--- src/hdl/uls_pkg.sv ---
// shared constants and carrier types for the line status block
package uls_pkg;
   // ---------------------------------------------------------------
   // register map (word indices; byte address is four times the index)
   // ---------------------------------------------------------------
   localparam logic [7:0] ULS_LINE_STATUS_OFF = 8'h05;
   localparam logic [7:0] ULS_RX_DATA_OFF     = 8'h00;
   localparam logic [7:0] ULS_TX_DATA_OFF     = 8'h00;
   localparam logic [7:0] ULS_CONTROL_OFF     = 8'h08;
   localparam logic [7:0] ULS_LINE_STATUS_RST = 8'hc0;
   // byte addresses: one aligned 32-bit word per register index
   localparam logic [7:0] ULS_LINE_STATUS_ADDR =
      {ULS_LINE_STATUS_OFF[5:0], 2'b00};
   localparam logic [7:0] ULS_RX_DATA_ADDR =
      {ULS_RX_DATA_OFF[5:0], 2'b00};
   localparam logic [7:0] ULS_TX_DATA_ADDR =
      {ULS_TX_DATA_OFF[5:0], 2'b00};
   localparam logic [7:0] ULS_CONTROL_ADDR =
      {ULS_CONTROL_OFF[5:0], 2'b00};
   // line status fields
   localparam int ULS_B_DR   = 0;
   localparam int ULS_B_OE   = 1;
   localparam int ULS_B_PE   = 2;
   localparam int ULS_B_FE   = 3;
   localparam int ULS_B_BI   = 4;
   localparam int ULS_B_THRE = 5;
   localparam int ULS_B_TEMT = 6;
   localparam int ULS_B_ERRF = 7;
   // control register fields
   localparam int ULS_C_FIFO = 0;
   localparam int ULS_C_PEN  = 1;
   localparam int ULS_C_PSEL = 2;
   localparam int ULS_C_WLEN = 4;
   localparam int ULS_C_IRX  = 6;
   localparam int ULS_C_ITX  = 7;
   localparam logic [7:0] ULS_CONTROL_RST = 8'h03;
   // ---------------------------------------------------------------
   // timing and sizes
   // ---------------------------------------------------------------
   localparam int ULS_CLK_HZ    = 10_000_000;
   localparam int ULS_BAUD      = 115_200;
   localparam int ULS_BIT_CYC   = ULS_CLK_HZ / ULS_BAUD;
   localparam int ULS_FIFO_DEPTH = 16;
   localparam int ULS_FIFO_AW    = 4;
   // received character with its own error marks
   typedef struct packed {
      logic       brk;
      logic       frm;
      logic       par;
      logic [7:0] data;
   } uls_rxchar_t;
   typedef struct packed {
      logic       en;
      logic [1:0] sel;
      logic [1:0] wlen;
   } uls_frame_t;
endpackage

--- src/hdl/uls_rx.sv ---
// serial receiver: frames characters, checks parity/stop, detects break
`timescale 1ns/1ps
`default_nettype none
module uls_rx
   import uls_pkg::*;
(
   // clock and reset
   input  wire logic         clock,
   input  wire logic         sys_rst,
   // line and framing
   input  wire logic         rxd_sync,
   input  wire uls_frame_t   frame,
   // assembled character
   output logic              char_vld,
   output uls_rxchar_t       char_q
);
   typedef enum logic [2:0] {
      RX_IDLE = 3'b001,
      RX_SHIFT = 3'b010,
      RX_WAIT = 3'b100
   } uls_rxst_t;

   uls_rxst_t   st_q;
   logic [15:0] cyc_q;
   logic [3:0]  bit_q;
   logic [10:0] sh_q;
   logic [15:0] low_q;
   logic        brk_seen_q;
   logic [3:0]  nbits;
   logic [3:0]  ndata;
   logic        par_calc;
   logic        lastbit;
   logic [15:0] char_cyc;

   // data bits 5..8, parity sits after data and before stop
   always_comb begin
      ndata    = 4'd5 + {2'b00, frame.wlen};
      nbits    = ndata + {3'b000, frame.en} + 4'd1;
      char_cyc = 16'(ULS_BIT_CYC) * (16'd1 + {12'd0, nbits});
      lastbit  = (bit_q == nbits - 4'd1);
      par_calc = ^(sh_q[7:0] & (8'hff >> (4'd8 - ndata)));
   end

   // ---------------------------------------------------------------
   // framing
   // ---------------------------------------------------------------
   always_ff @(posedge clock or posedge sys_rst) begin
      if (sys_rst) begin
         st_q  <= RX_IDLE;
         cyc_q <= 16'h0000;
         bit_q <= 4'h0;
         sh_q  <= 11'h000;
      end else begin
         unique case (st_q)
            RX_IDLE: begin
               bit_q <= 4'h0;
               if (!rxd_sync) begin
                  st_q  <= RX_SHIFT;
                  cyc_q <= 16'(ULS_BIT_CYC + ULS_BIT_CYC / 2);
               end
            end
            RX_SHIFT: begin
               if (cyc_q == 16'h0000) begin
                  sh_q[bit_q] <= rxd_sync;
                  bit_q <= bit_q + 4'd1;
                  cyc_q <= 16'(ULS_BIT_CYC - 1);
                  if (lastbit)
                     st_q <= RX_WAIT;
               end else begin
                  cyc_q <= cyc_q - 16'd1;
               end
            end
            RX_WAIT: begin
               if (rxd_sync)
                  st_q <= RX_IDLE;
            end
            default: st_q <= RX_IDLE;
         endcase
      end
   end

   // break: line low longer than one full character time
   always_ff @(posedge clock or posedge sys_rst) begin
      if (sys_rst) begin
         low_q      <= 16'h0000;
         brk_seen_q <= 1'b0;
      end else if (rxd_sync) begin
         low_q      <= 16'h0000;
         brk_seen_q <= 1'b0;
      end else if (low_q <= char_cyc) begin
         low_q <= low_q + 16'd1;
      end else begin
         brk_seen_q <= 1'b1;
      end
   end

   // ---------------------------------------------------------------
   // character out
   // ---------------------------------------------------------------
   logic stop_bit;
   logic par_bit;
   logic par_bad;
   always_comb begin
      stop_bit = rxd_sync;
      par_bit  = sh_q[ndata];
      unique case (frame.sel)
         2'b00:   par_bad = (par_calc ^ par_bit) != 1'b1;
         2'b01:   par_bad = (par_calc ^ par_bit) != 1'b0;
         2'b10:   par_bad = par_bit != 1'b1;
         default: par_bad = par_bit != 1'b0;
      endcase
   end

   always_ff @(posedge clock or posedge sys_rst) begin
      if (sys_rst) begin
         char_vld <= 1'b0;
         char_q   <= '0;
      end else begin
         char_vld <= 1'b0;
         if (st_q == RX_SHIFT && cyc_q == 16'h0000 && lastbit) begin
            char_vld    <= 1'b1;
            char_q.data <= sh_q[7:0] & (8'hff >> (4'd8 - ndata));
            char_q.frm  <= !stop_bit;
            char_q.par  <= frame.en && par_bad;
            char_q.brk  <= 1'b0;
         end else if (st_q == RX_WAIT && brk_seen_q && !char_q.brk) begin
            char_vld    <= 1'b1;
            char_q.data <= 8'h00;
            char_q.brk  <= 1'b1;
            char_q.frm  <= 1'b1;
            char_q.par  <= 1'b0;
         end
      end
   end
endmodule
`default_nettype wire

--- src/hdl/uls_tx.sv ---
// serial transmitter: shifts out one character, reports when idle
`timescale 1ns/1ps
`default_nettype none
module uls_tx
   import uls_pkg::*;
(
   // clock and reset
   input  wire logic         clock,
   input  wire logic         sys_rst,
   // character in
   input  wire logic         load,
   input  wire logic [7:0]   data,
   input  wire uls_frame_t   frame,
   output logic              busy,
   // line
   output logic              txd
);
   logic [15:0] cyc_q;
   logic [3:0]  left_q;
   logic [10:0] sh_q;
   logic [3:0]  ndata;
   logic        par;
   logic [10:0] word;

   always_comb begin
      ndata = 4'd5 + {2'b00, frame.wlen};
      par   = ^(data & (8'hff >> (4'd8 - ndata)));
      unique case (frame.sel)
         2'b00:   par = !par;
         2'b01:   par = par;
         2'b10:   par = 1'b1;
         default: par = 1'b0;
      endcase
      word = 11'h7ff;
      for (int i = 0; i < 8; i++)
         if (4'(i) < ndata) word[i] = data[i];
      if (frame.en) word[ndata] = par;
   end

   assign busy = (left_q != 4'h0);

   always_ff @(posedge clock or posedge sys_rst) begin
      if (sys_rst) begin
         cyc_q  <= 16'h0000;
         left_q <= 4'h0;
         sh_q   <= 11'h7ff;
         txd    <= 1'b1;
      end else if (load && !busy) begin
         sh_q   <= word;
         txd    <= 1'b0;
         cyc_q  <= 16'(ULS_BIT_CYC - 1);
         left_q <= ndata + {3'b000, frame.en} + 4'd2;
      end else if (busy) begin
         if (cyc_q == 16'h0000) begin
            cyc_q  <= 16'(ULS_BIT_CYC - 1);
            left_q <= left_q - 4'd1;
            txd    <= (left_q == 4'd1) ? 1'b1 : sh_q[0];
            sh_q   <= {1'b1, sh_q[10:1]};
         end else begin
            cyc_q <= cyc_q - 16'd1;
         end
      end
   end
endmodule
`default_nettype wire

--- src/hdl/uls_top.sv ---
// line status block of a serial port with axi4-lite register access
`timescale 1ns/1ps
`default_nettype none
module uls_top
   import uls_pkg::*;
(
   // clock and reset
   input  wire logic         clock,
   input  wire logic         sys_rst,
   // axi4-lite write address and data
   input  wire logic [7:0]   s_axi_awaddr,
   input  wire logic         s_axi_awvalid,
   output logic              s_axi_awready,
   input  wire logic [31:0]  s_axi_wdata,
   input  wire logic [3:0]   s_axi_wstrb,
   input  wire logic         s_axi_wvalid,
   output logic              s_axi_wready,
   // axi4-lite write response
   output logic [1:0]        s_axi_bresp,
   output logic              s_axi_bvalid,
   input  wire logic         s_axi_bready,
   // axi4-lite read
   input  wire logic [7:0]   s_axi_araddr,
   input  wire logic         s_axi_arvalid,
   output logic              s_axi_arready,
   output logic [31:0]       s_axi_rdata,
   output logic [1:0]        s_axi_rresp,
   output logic              s_axi_rvalid,
   input  wire logic         s_axi_rready,
   // serial line
   input  wire logic         rxd,
   output logic              txd,
   // interrupt requests
   output logic              tx_empty_irq,
   output logic              rx_status_irq
);
   // ---------------------------------------------------------------
   // control register and line synchroniser
   // ---------------------------------------------------------------
   logic [7:0]  ctrl_q;
   logic        rxd_s1_q;
   logic        rxd_s2_q;
   uls_frame_t  frame;
   logic        fifo_mode;

   assign fifo_mode  = ctrl_q[ULS_C_FIFO];
   assign frame.en   = ctrl_q[ULS_C_PEN];
   assign frame.sel  = ctrl_q[ULS_C_PSEL +: 2];
   assign frame.wlen = ctrl_q[ULS_C_WLEN +: 2];

   always_ff @(posedge clock or posedge sys_rst) begin
      if (sys_rst) begin
         rxd_s1_q <= 1'b1;
         rxd_s2_q <= 1'b1;
      end else begin
         rxd_s1_q <= rxd;
         rxd_s2_q <= rxd_s1_q;
      end
   end

   // ---------------------------------------------------------------
   // axi4-lite slave
   // ---------------------------------------------------------------
   logic        aw_q;
   logic        w_q;
   logic [7:0]  awaddr_q;
   logic [7:0]  wdata_q;
   logic        wstb_q;
   logic        wr_go;
   logic        rd_go;
   logic        lsr_rd;
   logic        rbr_rd;
   logic        thr_wr;
   logic        ctl_wr;
   logic [7:0]  line_status;

   assign s_axi_awready = !aw_q && !s_axi_bvalid;
   assign s_axi_wready  = !w_q && !s_axi_bvalid;
   assign s_axi_arready = !s_axi_rvalid;
   assign wr_go  = aw_q && w_q && !s_axi_bvalid;
   assign rd_go  = s_axi_arvalid && s_axi_arready;
   assign lsr_rd = rd_go &&
                   s_axi_araddr[7:2] == ULS_LINE_STATUS_ADDR[7:2];
   assign rbr_rd = rd_go && s_axi_araddr[7:2] == ULS_RX_DATA_ADDR[7:2];
   assign thr_wr = wr_go && wstb_q && awaddr_q[7:2] == ULS_TX_DATA_ADDR[7:2];
   assign ctl_wr = wr_go && wstb_q && awaddr_q[7:2] == ULS_CONTROL_ADDR[7:2];

   always_ff @(posedge clock or posedge sys_rst) begin
      if (sys_rst) begin
         aw_q         <= 1'b0;
         w_q          <= 1'b0;
         awaddr_q     <= 8'h00;
         wdata_q      <= 8'h00;
         wstb_q       <= 1'b0;
         s_axi_bvalid <= 1'b0;
         s_axi_bresp  <= 2'b00;
      end else begin
         if (s_axi_awvalid && s_axi_awready) begin
            aw_q     <= 1'b1;
            awaddr_q <= s_axi_awaddr;
         end
         if (s_axi_wvalid && s_axi_wready) begin
            w_q     <= 1'b1;
            wdata_q <= s_axi_wdata[7:0];
            wstb_q  <= s_axi_wstrb[0];
         end
         if (wr_go) begin
            aw_q         <= 1'b0;
            w_q          <= 1'b0;
            s_axi_bvalid <= 1'b1;
            // status word is read-only: writes to it are dropped
            s_axi_bresp  <= (awaddr_q[7:2] == ULS_TX_DATA_ADDR[7:2] ||
                             awaddr_q[7:2] == ULS_CONTROL_ADDR[7:2])
                            ? 2'b00 : 2'b10;
         end else if (s_axi_bready) begin
            s_axi_bvalid <= 1'b0;
         end
      end
   end

   always_ff @(posedge clock or posedge sys_rst) begin
      if (sys_rst)
         ctrl_q <= ULS_CONTROL_RST;
      else if (ctl_wr)
         ctrl_q <= wdata_q;
   end

   // ---------------------------------------------------------------
   // receive path: buffer (depth 1) or fifo (depth 16)
   // ---------------------------------------------------------------
   uls_rxchar_t rx_char;
   logic        rx_vld;
   uls_rxchar_t mem_q [ULS_FIFO_DEPTH];
   logic [ULS_FIFO_AW-1:0] wp_q;
   logic [ULS_FIFO_AW-1:0] rp_q;
   logic [ULS_FIFO_AW:0]   cnt_q;
   logic        depth_full;
   logic        rx_push;
   logic        rx_pop;
   uls_rxchar_t head;

   uls_rx u_rx (
      .clock    (clock),
      .sys_rst  (sys_rst),
      .rxd_sync (rxd_s2_q),
      .frame    (frame),
      .char_vld (rx_vld),
      .char_q   (rx_char)
   );

   assign head       = mem_q[rp_q];
   assign depth_full = fifo_mode ? (cnt_q == (ULS_FIFO_AW+1)'(ULS_FIFO_DEPTH))
                                 : (cnt_q != '0);
   // fifo full: the new char stays in the shifter and is lost
   assign rx_push = rx_vld && (!depth_full || !fifo_mode);
   assign rx_pop  = rbr_rd && cnt_q != '0;

   always_ff @(posedge clock or posedge sys_rst) begin
      if (sys_rst) begin
         wp_q  <= '0;
         rp_q  <= '0;
         cnt_q <= '0;
      end else if (ctl_wr && wdata_q[ULS_C_FIFO] != fifo_mode) begin
         wp_q  <= '0;
         rp_q  <= '0;
         cnt_q <= '0;
      end else begin
         // character mode overwrites the single held slot
         if (rx_vld && !fifo_mode && cnt_q != '0 && !rx_pop) begin
            mem_q[rp_q] <= rx_char;
         end else if (rx_push) begin
            mem_q[wp_q] <= rx_char;
            wp_q <= fifo_mode ? wp_q + 1'b1 : wp_q;
         end
         if (rx_pop && fifo_mode)
            rp_q <= rp_q + 1'b1;
         cnt_q <= cnt_q + (ULS_FIFO_AW+1)'(rx_push && !(rx_vld && !fifo_mode
                  && cnt_q != '0 && !rx_pop)) - (ULS_FIFO_AW+1)'(rx_pop);
      end
   end

   // ---------------------------------------------------------------
   // sticky flags, cleared by a host read of line status
   // ---------------------------------------------------------------
   logic oe_q;
   logic pe_q;
   logic fe_q;
   logic bi_q;
   logic errf_q;
   logic head_new;
   logic any_err;
   logic prev_cnt_zero_q;

   // a character reaches the head on push into empty or on a pop with two or more held
   assign head_new = (rx_push && cnt_q == '0) || (rx_pop && cnt_q > 1);
   assign any_err  = (rx_push && (rx_char.par | rx_char.frm | rx_char.brk));

   always_ff @(posedge clock or posedge sys_rst) begin
      if (sys_rst) begin
         oe_q   <= 1'b0;
         pe_q   <= 1'b0;
         fe_q   <= 1'b0;
         bi_q   <= 1'b0;
         errf_q <= 1'b0;
         prev_cnt_zero_q <= 1'b1;
      end else begin
         prev_cnt_zero_q <= (cnt_q == '0);
         // set wins over a clear in the same cycle
         if (lsr_rd) begin
            oe_q <= 1'b0;
            pe_q <= 1'b0;
            fe_q <= 1'b0;
            bi_q <= 1'b0;
         end
         if (rx_vld && depth_full && (fifo_mode || !rx_pop))
            oe_q <= 1'b1;
         if (!fifo_mode && rx_vld) begin
            if (rx_char.par) pe_q <= 1'b1;
            if (rx_char.frm) fe_q <= 1'b1;
            if (rx_char.brk) bi_q <= 1'b1;
         end else if (fifo_mode && head_new) begin
            if (rx_push && cnt_q == '0) begin
               if (rx_char.par) pe_q <= 1'b1;
               if (rx_char.frm) fe_q <= 1'b1;
               if (rx_char.brk) bi_q <= 1'b1;
            end else begin
               if (mem_q[rp_q + 1'b1].par) pe_q <= 1'b1;
               if (mem_q[rp_q + 1'b1].frm) fe_q <= 1'b1;
               if (mem_q[rp_q + 1'b1].brk) bi_q <= 1'b1;
            end
         end
         if (lsr_rd && fifo_mode)
            errf_q <= 1'b0;
         if (fifo_mode && any_err)
            errf_q <= 1'b1;
         if (!fifo_mode)
            errf_q <= 1'b0;
      end
   end

   // ---------------------------------------------------------------
   // transmit path: holding register (depth 1) or fifo (depth 16)
   // ---------------------------------------------------------------
   logic [7:0]  tmem_q [ULS_FIFO_DEPTH];
   logic [ULS_FIFO_AW-1:0] twp_q;
   logic [ULS_FIFO_AW-1:0] trp_q;
   logic [ULS_FIFO_AW:0]   tcnt_q;
   logic        tx_busy;
   logic        tx_load;
   logic        tx_take;
   logic        tx_room;
   logic        thre_q;

   assign tx_room = fifo_mode ? (tcnt_q != (ULS_FIFO_AW+1)'(ULS_FIFO_DEPTH))
                              : (tcnt_q == '0);
   assign tx_take = thr_wr && tx_room;
   assign tx_load = !tx_busy && tcnt_q != '0;

   uls_tx u_tx (
      .clock   (clock),
      .sys_rst (sys_rst),
      .load    (tx_load),
      .data    (tmem_q[trp_q]),
      .frame   (frame),
      .busy    (tx_busy),
      .txd     (txd)
   );

   always_ff @(posedge clock or posedge sys_rst) begin
      if (sys_rst) begin
         twp_q  <= '0;
         trp_q  <= '0;
         tcnt_q <= '0;
      end else begin
         if (tx_take) begin
            tmem_q[twp_q] <= wdata_q;
            twp_q <= twp_q + 1'b1;
         end
         if (tx_load)
            trp_q <= trp_q + 1'b1;
         tcnt_q <= tcnt_q + (ULS_FIFO_AW+1)'(tx_take)
                          - (ULS_FIFO_AW+1)'(tx_load);
      end
   end

   // holding empty: set when the last queued char is handed off, cleared on host write
   always_ff @(posedge clock or posedge sys_rst) begin
      if (sys_rst)
         thre_q <= 1'b1;
      else if (tx_take)
         thre_q <= 1'b0;
      else if (tcnt_q == '0 || (tx_load && tcnt_q == 1))
         thre_q <= 1'b1;
   end

   // ---------------------------------------------------------------
   // status word, read data and interrupts
   // ---------------------------------------------------------------
   always_comb begin
      line_status             = '0;
      line_status[ULS_B_DR]   = cnt_q != '0;
      line_status[ULS_B_OE]   = oe_q;
      line_status[ULS_B_PE]   = pe_q;
      line_status[ULS_B_FE]   = fe_q;
      line_status[ULS_B_BI]   = bi_q;
      line_status[ULS_B_THRE] = thre_q;
      line_status[ULS_B_TEMT] = thre_q && tcnt_q == '0 && !tx_busy;
      line_status[ULS_B_ERRF] = errf_q && fifo_mode;
   end

   always_ff @(posedge clock or posedge sys_rst) begin
      if (sys_rst) begin
         s_axi_rvalid <= 1'b0;
         s_axi_rdata  <= 32'h0000_0000;
         s_axi_rresp  <= 2'b00;
      end else if (rd_go) begin
         s_axi_rvalid <= 1'b1;
         s_axi_rresp  <= 2'b00;
         s_axi_rdata  <= 32'h0000_0000;
         if (lsr_rd)
            s_axi_rdata[7:0] <= line_status;
         else if (rbr_rd)
            s_axi_rdata[7:0] <= (cnt_q != '0) ? head.data : 8'h00;
         else if (s_axi_araddr[7:2] == ULS_CONTROL_ADDR[7:2])
            s_axi_rdata[7:0] <= ctrl_q;
         else
            s_axi_rresp <= 2'b10;
      end else if (s_axi_rready) begin
         s_axi_rvalid <= 1'b0;
      end
   end

   logic thre_prev_q;
   always_ff @(posedge clock or posedge sys_rst) begin
      if (sys_rst) begin
         thre_prev_q  <= 1'b1;
         tx_empty_irq <= 1'b0;
      end else begin
         thre_prev_q <= thre_q;
         if (!ctrl_q[ULS_C_ITX] || tx_take)
            tx_empty_irq <= 1'b0;
         else if (thre_q && !thre_prev_q)
            tx_empty_irq <= 1'b1;
      end
   end

   assign rx_status_irq = ctrl_q[ULS_C_IRX] &&
                          (oe_q | pe_q | fe_q | bi_q);
endmodule
`default_nettype wire

--- config.mk ---
export PLATFORM = sky130hd
export DESIGN_NAME = uls_top
export DESIGN_NICKNAME = d
export VERILOG_FILES = /design/src/hdl/uls_pkg.sv /design/src/hdl/uls_rx.sv /design/src/hdl/uls_tx.sv /design/src/hdl/uls_top.sv
export SDC_FILE = /design/constraint.sdc
export NUM_CORES = 1
export LEC_CHECK = 0
export CORE_MARGIN = 2
export CORE_UTILIZATION = 38
export CTS_CLUSTER_DIAMETER = 80
export CTS_CLUSTER_SIZE = 16
export DETAILED_ROUTE_END_ITERATION = 10
export DONT_BUFFER_PORTS = 1
export MAX_ROUTING_LAYER = met4
export PLACE_DENSITY = 0.56
export SYNTH_ARGS = -nofsm -noshare
export SYNTH_HDL_FRONTEND = slang
export SYNTH_SLANG_ARGS = --single-unit
--- constraint.sdc ---
create_clock -name clock -period 6.8 [get_ports clock]
set_input_delay 0.68 -clock clock [delete_from_list [all_inputs] [get_ports clock]]
set_output_delay 0.68 -clock clock [all_outputs]
set_load 0.03 [all_outputs]
==> results of run 1 <==
## metrics by stage
| stage | power (uW) | setup slack [ns] |
|---|---|---|
| after detailed placement | 7701 | 0.2121 |
| after global placement | 7621 | 0.3232 |
| final | 9921 | 0.4670 |
| after CTS | 9940 | 0.1892 |
| after global routing | 10670 | 0.01616 |
| after floorplan | 6802 | 0.2956 |
## cells in the final DEF (no fill, tap or decap), drive strengths merged, types with 19 or more instances in the layout
master  Yosys  layout
inv        66      69
xnor2      32      32
xor2       24      24
mux2i      47      47
edfxtp    304     304
nor3       21      21
o21ai      86      86
mux2       40      40
dfstp      19      19
conb        1      26
nand3      31      31
ha         72      72
clkbuf     45      62
nand2     113     113
a21oi      53      53
nor2      124     124
mux4       68      68
dfrtp     149     149
buf        43      27
or3        24      24
## cell families (layout without fill, tap and decap cells)
logic type	Yosys count	in the layout	synth area share, %
mux	155	155	11.49
xor+xnor	58	58	2.479
other cells	1	26	0.01736
flops	472	472	61.82
fa+ha+maj	78	78	4.726
buf+inv	154	164	3.319
simple gates	400	400	8.780
compound gates	253	253	7.367
## layer usage
layer  GRT usage, %  part of all wire [%]  wire length [um]
met3          2.692                   4.2              1987
met2          27.75                    50             23490
met5              -                     0                 0
met1          21.32                    44             20590
met4          5.174                   2.5              1202
## final timing paths
kind	startpoint	end	depth (start not counted)
max in group asynchronous	sys_rst	u_tx.cyc_q[0]	4
min reg2reg	rxd_s1_q	rxd_s2_q	0
min	rxd	rxd_s1_q	0
min in group asynchronous	sys_rst	u_rx.char_q[9]	2
max	ctrl_q[1]	u_rx.low_q[13]	29
max reg2reg	ctrl_q[1]	u_rx.low_q[13]	29
## power groups by stage
| stage | Clock (uW) | Sequential [uW] | Combinational [uW] |
|---|---|---|---|
| 2_1_floorplan | 0 | 3760 | 3040 |
| 6_report | 2190 | 3930 | 3800 |
| 3_5_place_dp | 0 | 3990 | 3710 |
| 5_1_grt | 2360 | 3990 | 4310 |
| 4_1_cts | 2260 | 3930 | 3750 |
| 3_3_place_gp | 0 | 3980 | 3650 |
## worst max-delay path, delay by kind of cell, from the launching register on
family / cells / cell delay [ns]
compound gates: 8 / 1.25
buf+inv: 4 / 0.26
simple gates: 8 / 1.77
flops: 1 / 0.54
fa+ha+maj: 8 / 2.30
xor+xnor: 1 / 0.14
## flip-flops by register name (all words and copies together) (netlist names), 5 cells and up
signal / count
u_rx.char_q: 11
tcnt_q: 5
ctrl_q: 8
u_rx.cyc_q: 16
cnt_q: 5
u_tx.sh_q: 11
mem_q: 176
u_rx.sh_q: 11
s_axi_rdata: 8
u_tx.cyc_q: 16
tmem_q: 128
wdata_q: 8
u_rx.low_q: 16
awaddr_q: 6
## timing repair
item / CTS / global route
setup endpoints to repair: 0 / 8
endpoints found under the hold margin: 24 / 0
hold buffers: 1 / 0
gates resized for setup: 0 / 9
## cell type report
class,instances,area share (%)
multi-input cells,970,32.57
inverters,66,1.078
clock buffers,62,4.754
flip-flops and latches,472,56.41
well taps,756,3.994
clock inverters,8,0.2958
repair buffers,28,0.8980
==> reports/results.ini, run 1 <==
[outcome]
status = complete, no violations

[timing]
finalHoldViolations = 0
slew_violations = 0
rsz0062_at_grt = false
hold_ws_ns = 0.1180
fin_worst_skew_ns = 0.02257
tightest_slew_ns = 1.190
relSlewSlack_pct = 20.14
setup-tns-final_ns = 0
final.period_utilization_pct = 93.13
fmax_ghz = 0.1579
setup_viol = 0
layout_min_cycle_time_ns = 6.333

[drt]
num_vias = 12560
wl_per_cell_um = 20.01
wl_um = 47260
ant_nets = 0
drt_iter0_drc = 892
dr.pass1.iters = 6
vias_per_cell = 5.317
drc = 0

[grt]
grt_pass1_vias = 12910
grt_max_degree = 67
grt_pass1_wl_um = 74690
globalRouteOverflowTotal = 0
antenna_found_initial = 0
grt_usage_pct = 16.81

[setup_path]
worst_setup_path_end_kind = register
rrSetupSlack_ns = 0.47
path_class = reg -> reg
cp_max_fo = 7
crit_path_start_kind = register
cpPeakStageDelay_ns = 0.54
critPathRequiredTime_ns = 7.29
path_common_cell = ha_1
slowest_stage = dfstp_2
worstPathArrival_ns = 6.82

[yosys]
synth_edf_count = 304
synth_cells = 1571
yosysMostFrequentCell = edfxtp_1
synth_top_cell_area_share_pct = 42.25
synth_ff_type = edfxtp_1
synthDistinctLibCells = 71
yosys_warnings = 0
syn_area_per_cell_um2 = 13.75
yosysSeqAreaShare_pct = 61.82
ys_top_cells_by_count = edfxtp_1 (304), dfrtp_1 (149), nor2_1 (124)
ys_top_cells_by_area = edfxtp_1 (42%), dfrtp_1 (17%), mux4_2 (6.3%)
synthArstFlopShare_pct = 35.59
syn_area_um2 = 21600
synth_top_area_cell = edfxtp_1
ys_seq_elements = 472

[layout]
fillerInstances = 5195
multi_input_area_um2 = 7714
finalNonFillerCells = 2362
layout-drive-gt1-share_pct = 14.13
diodes = 0
regArea_um2 = 13360
final_area_um2 = 23690
layout.nets = 1714
area_delta_synth_final_pct = 9.631
post-route-util_pct = 42.09

[clock_network]
clkLatencyLatePin_ns = 0.57
cts_buffer_depth = 3
ctsRootBufferMaster = clkbuf_16
cts_buffers = 38
cts_setup_buffers = 0
cts_tree = done
cts_sinks = 472
htree_levels = 2
clk_pin_slew_ns = 0.08

[placed_design]
io_buffers = 0
gp_congestion = 0.8234
placed_cell_area_um2 = 22440
dp.cells = 2291
hpwl_um = 31430

[die]
die_x_um = 242.4
boundaryPins = 104
core_area_um2 = 56280
num_rows = 87
die_area_um2 = 58780
die_h_um = 242.4
start_util_pct = 38.39

[pwr]
vdd_drop_max_uv = 412.0
p_per_area_nw_per_um2 = 418.9
internal_power_uw = 6341
power.leakage_uw = 0.008684
p_clk_share_pct = 22.1
switching_power_uw = 3580
comb_power_share_pct = 38.3
p_sw_share_pct = 36.08
pwr-share-seq_pct = 39.6

[job]
cap_violations = 0

[hold_path]
hp-class = in -> reg

Power figures use the tool's default switching activity.
==> run 2, diff against run 1 <==
--- a/config.mk
+++ b/config.mk
@@ -5,6 +5,7 @@
 export SDC_FILE = /design/constraint.sdc
 export NUM_CORES = 1
 export LEC_CHECK = 0
+export ABC_AREA = 1
 export CORE_MARGIN = 2
 export CORE_UTILIZATION = 38
 export CTS_CLUSTER_DIAMETER = 80
==> run 2 against run 1 <==
Against the previous run: clock-buffer cell count is 1 lower; power is 5.0% higher; fmax is 1.1% higher; first-iteration DRC count is 37% higher; utilization is 0.28 points lower; combinational power is 19% higher; clock power is 7% lower; sequential power is 2% lower; global-route usage is 2.1 points higher; worst setup slack better by 0.069 ns; die area is 3.6% higher; cell area is 2.2% higher.
==> reports/results.ini, run 2 <==
[outcome]
status = complete, no violations

[placed_design]
hpwl_um = 35610  ; +13%
io_buffers = 0  ; unchanged
place_ws_ns = 0.2080  ; -0.004135 ns
dp.cells = 2934  ; +28%
gp_congestion = 0.8222  ; -0.15%

[layout]
largestRegisters = mem_q x176, tmem_q x128
fillerInstances = 5614  ; +8.1%
layout_commonest_cell = nand2_1
layout.cells.most_common_list = nand2_1 (468), edfxtp_1 (304), inv_1 (229)
area_delta_synth_final_pct = 8.149
largest_reg_flops = 176  ; unchanged
layout-drive-gt1-share_pct = 6.693  ; -7.4 points
layout.nets = 2352  ; +37%
diodes = 0  ; unchanged
regMostFlops = mem_q
finalNonFillerCells = 3006  ; +27%

[die]
boundaryPins = 104  ; unchanged
die_x_um = 246.7  ; +1.8%
num_rows = 88  ; +1.1%
die_area_um2 = 60870  ; +3.6%
die_h_um = 246.7  ; +1.8%
start_util_pct = 38.65  ; +0.26 points
core_area_um2 = 57920  ; +2.9%

[setup_path]
crit_path_start_kind = register
setup.worst_path.start = ctrl_q[1]
endpoint = u_rx.low_q[6]
rr_startpoint = ctrl_q[1]
critPathRequiredTime_ns = 7.28  ; about the same
rr_endpoint = u_rx.low_q[6]
r2r_cells = 30  ; +3.4%
cpPeakStageDelay_ns = 0.62  ; +0.08 ns
worstPathArrival_ns = 6.75  ; -0.07 ns
path_class = reg -> reg
rrSetupSlack_ns = 0.54  ; +0.07 ns
cp_max_fo = 7  ; unchanged
worst_setup_path_end_kind = register
slowest_stage = dfstp_2

[drt]
dr.pass1.iters = 6  ; unchanged
drt_iter0_drc = 1223  ; +37%
wl_um = 54710  ; +16%
wl_per_cell_um = 18.20  ; -9.0%
vias_per_cell = 5.160  ; -2.9%
drc = 0  ; unchanged
num_vias = 15510  ; +24%
ant_nets = 0  ; unchanged

[pwr]
p_per_area_nw_per_um2 = 430.5  ; +2.8%
pwr-share-seq_pct = 37.1  ; -2.5 points
switching_power_uw = 4244  ; +19%
internal_power_uw = 6178  ; -2.6%
p_clk_share_pct = 19.5  ; -2.6 points
power.leakage_uw = 0.009804  ; +13%
vdd_drop_max_uv = 442.3  ; +7.4%
p_sw_share_pct = 40.72  ; +4.6 points
comb_power_share_pct = 43.4  ; +5.1 points

[grt]
grt_usage_pct = 18.87  ; +2.1 points
grt_max_degree = 100  ; +49%
antenna_found_initial = 0  ; unchanged
globalRouteOverflowTotal = 0  ; unchanged
grt_pass1_wl_um = 87100  ; +17%
grt_pass1_vias = 15380  ; +19%

[timing]
slew_violations = 0  ; unchanged
final.period_utilization_pct = 92.12  ; -1.0 points
fin_worst_skew_ns = 0.01776  ; -0.004814 ns
setup-tns-final_ns = 0  ; unchanged
fin_ws_ns = 0.5357  ; +0.06875 ns
finalHoldViolations = 0  ; unchanged
hold_ws_ns = 0.07128  ; -0.04668 ns
setup_viol = 0  ; unchanged
tightest_slew_ns = 1.104  ; -0.08586 ns
fmax_ghz = 0.1596  ; +1.1%
relSlewSlack_pct = 26.40  ; +6.3 points
layout_min_cycle_time_ns = 6.264  ; -0.06875 ns

[clock_network]
cts_buffer_depth = 3  ; unchanged
cts_tree = done
cts_buffers = 35  ; -7.9%
htree_levels = 2  ; unchanged
clk_pin_slew_ns = 0.07  ; about the same
ctsRootBufferMaster = clkbuf_16
clkLatencyLatePin_ns = 0.57  ; about the same
cts_sinks = 472  ; unchanged

[yosys]
synth_cells = 2215  ; +41%
ys_top_cells_by_count = nand2_1 (469), edfxtp_1 (304), inv_1 (231)
syn_area_um2 = 22390  ; +3.6%
ys_top_cells_by_area = edfxtp_1 (41%), dfrtp_1 (17%), nand2_1 (7.9%)
synthArstFlopShare_pct = 35.59  ; unchanged
syn_area_per_cell_um2 = 10.11  ; -27%
synth_edf_count = 304  ; unchanged
synthDistinctLibCells = 61  ; -14%
yosys_warnings = 0  ; unchanged
synth_top_cell_area_share_pct = 40.78  ; -1.5 points
yosysMostFrequentCell = nand2_1
synth_top_area_cell = edfxtp_1
yosysSeqAreaShare_pct = 59.67  ; -2.2 points
synth_ff_type = edfxtp_1
ys_seq_elements = 472  ; unchanged

[hold_path]
hp-class = in -> async

[job]
cap_violations = 0  ; unchanged

-- run 2: worst min-delay path by stage --
stage / cells past startpoint / from / slack (ns) / end
4_1_cts: 0 / rxd / 0.08 / rxd_s1_q
3_3_place_gp: 0 / rxd_s1_q / 0.35 / rxd_s2_q
6_report: 1 / sys_rst / 0.07 / s_axi_rdata[7]
3_5_place_dp: 0 / rxd_s1_q / 0.35 / rxd_s2_q
2_1_floorplan: 0 / rxd_s1_q / 0.35 / rxd_s2_q
5_1_grt: 0 / rxd / 0.09 / rxd_s1_q
-- run 2: metrics by stage --
stage               area (um^2)  total power [uW]  utilization [%]
floorplan                 22480              7375                -
global placement          23100              8239            39.89
detailed placement        23100              8418            39.89
CTS                       24130             10490            41.66
global route              24210             11380            41.80
finish                    24210             10420            41.80
-- run 2: logic make-up (layout without fill, tap and decap cells) --
kind of cell	count (synthesis)	after routing	share of synthesized area [%]
adder cells (fa/ha/maj)	78	78	4.561
buffers and inverters	343	344	6.612
flip-flops	472	472	59.67
AO/OA/AOI/OAI	356	356	9.239
AND/OR/NAND/NOR	897	897	17.10
XOR/XNOR	55	55	2.152
other	1	26	0.01675
multiplexers	13	13	0.6540
-- run 2: layer usage --
layer / up-vias / global-route usage, % / part of all wire [%] / wire, um
met2: 400 / 30.12 / 47 / 25610
li1: 7467 / - / - / -
met5: - / - / 0 / 0
met3: 87 / 3.354 / 6.0 / 3285
met4: 0 / 5.670 / 2.7 / 1456
met1: 7557 / 24.60 / 45 / 24360
-- run 2: power groups by stage --
stage                     Combinational, uW  Clock [uW]  Sequential [uW]
after floorplan                        3610           0             3760
after global placement                 4320           0             3920
after detailed placement               4480           0             3940
after CTS                              4530        2090             3880
after global routing                   5270        2190             3920
final                                  4520        2030             3870
-- run 2: area by class of cell --
type                       count  area, um^2  share of cell area (%)
clock inverter                 3       33.78                  0.1395
timing repair buffer          36       270.3                   1.116
clock buffer                  61       994.7                   4.109
multi-input combinational   1425        7671                   31.69
sequential                   472       13360                   55.18
tap                          765       957.2                   3.954
inverter                     244       923.4                   3.814
-- run 2: repair_timing --
item | in CTS | in global routing
endpoints found under the setup margin | 0 | 8
setup buffers | 0 | 8
hold buffers | 0 | 0
gates resized for setup | 0 | 5
-- run 2: worst max-delay path, delay by kind of cell (launching register included) --
kind / cells / cell delay [ns]
AOI/OAI and AO/OA: 7 / 1.19
DFF: 1 / 0.62
buffers and inverters: 5 / 0.41
adders and majority gates: 8 / 2.55
xor gates and xnor gates: 3 / 0.50
and+or+nand+nor: 7 / 0.93
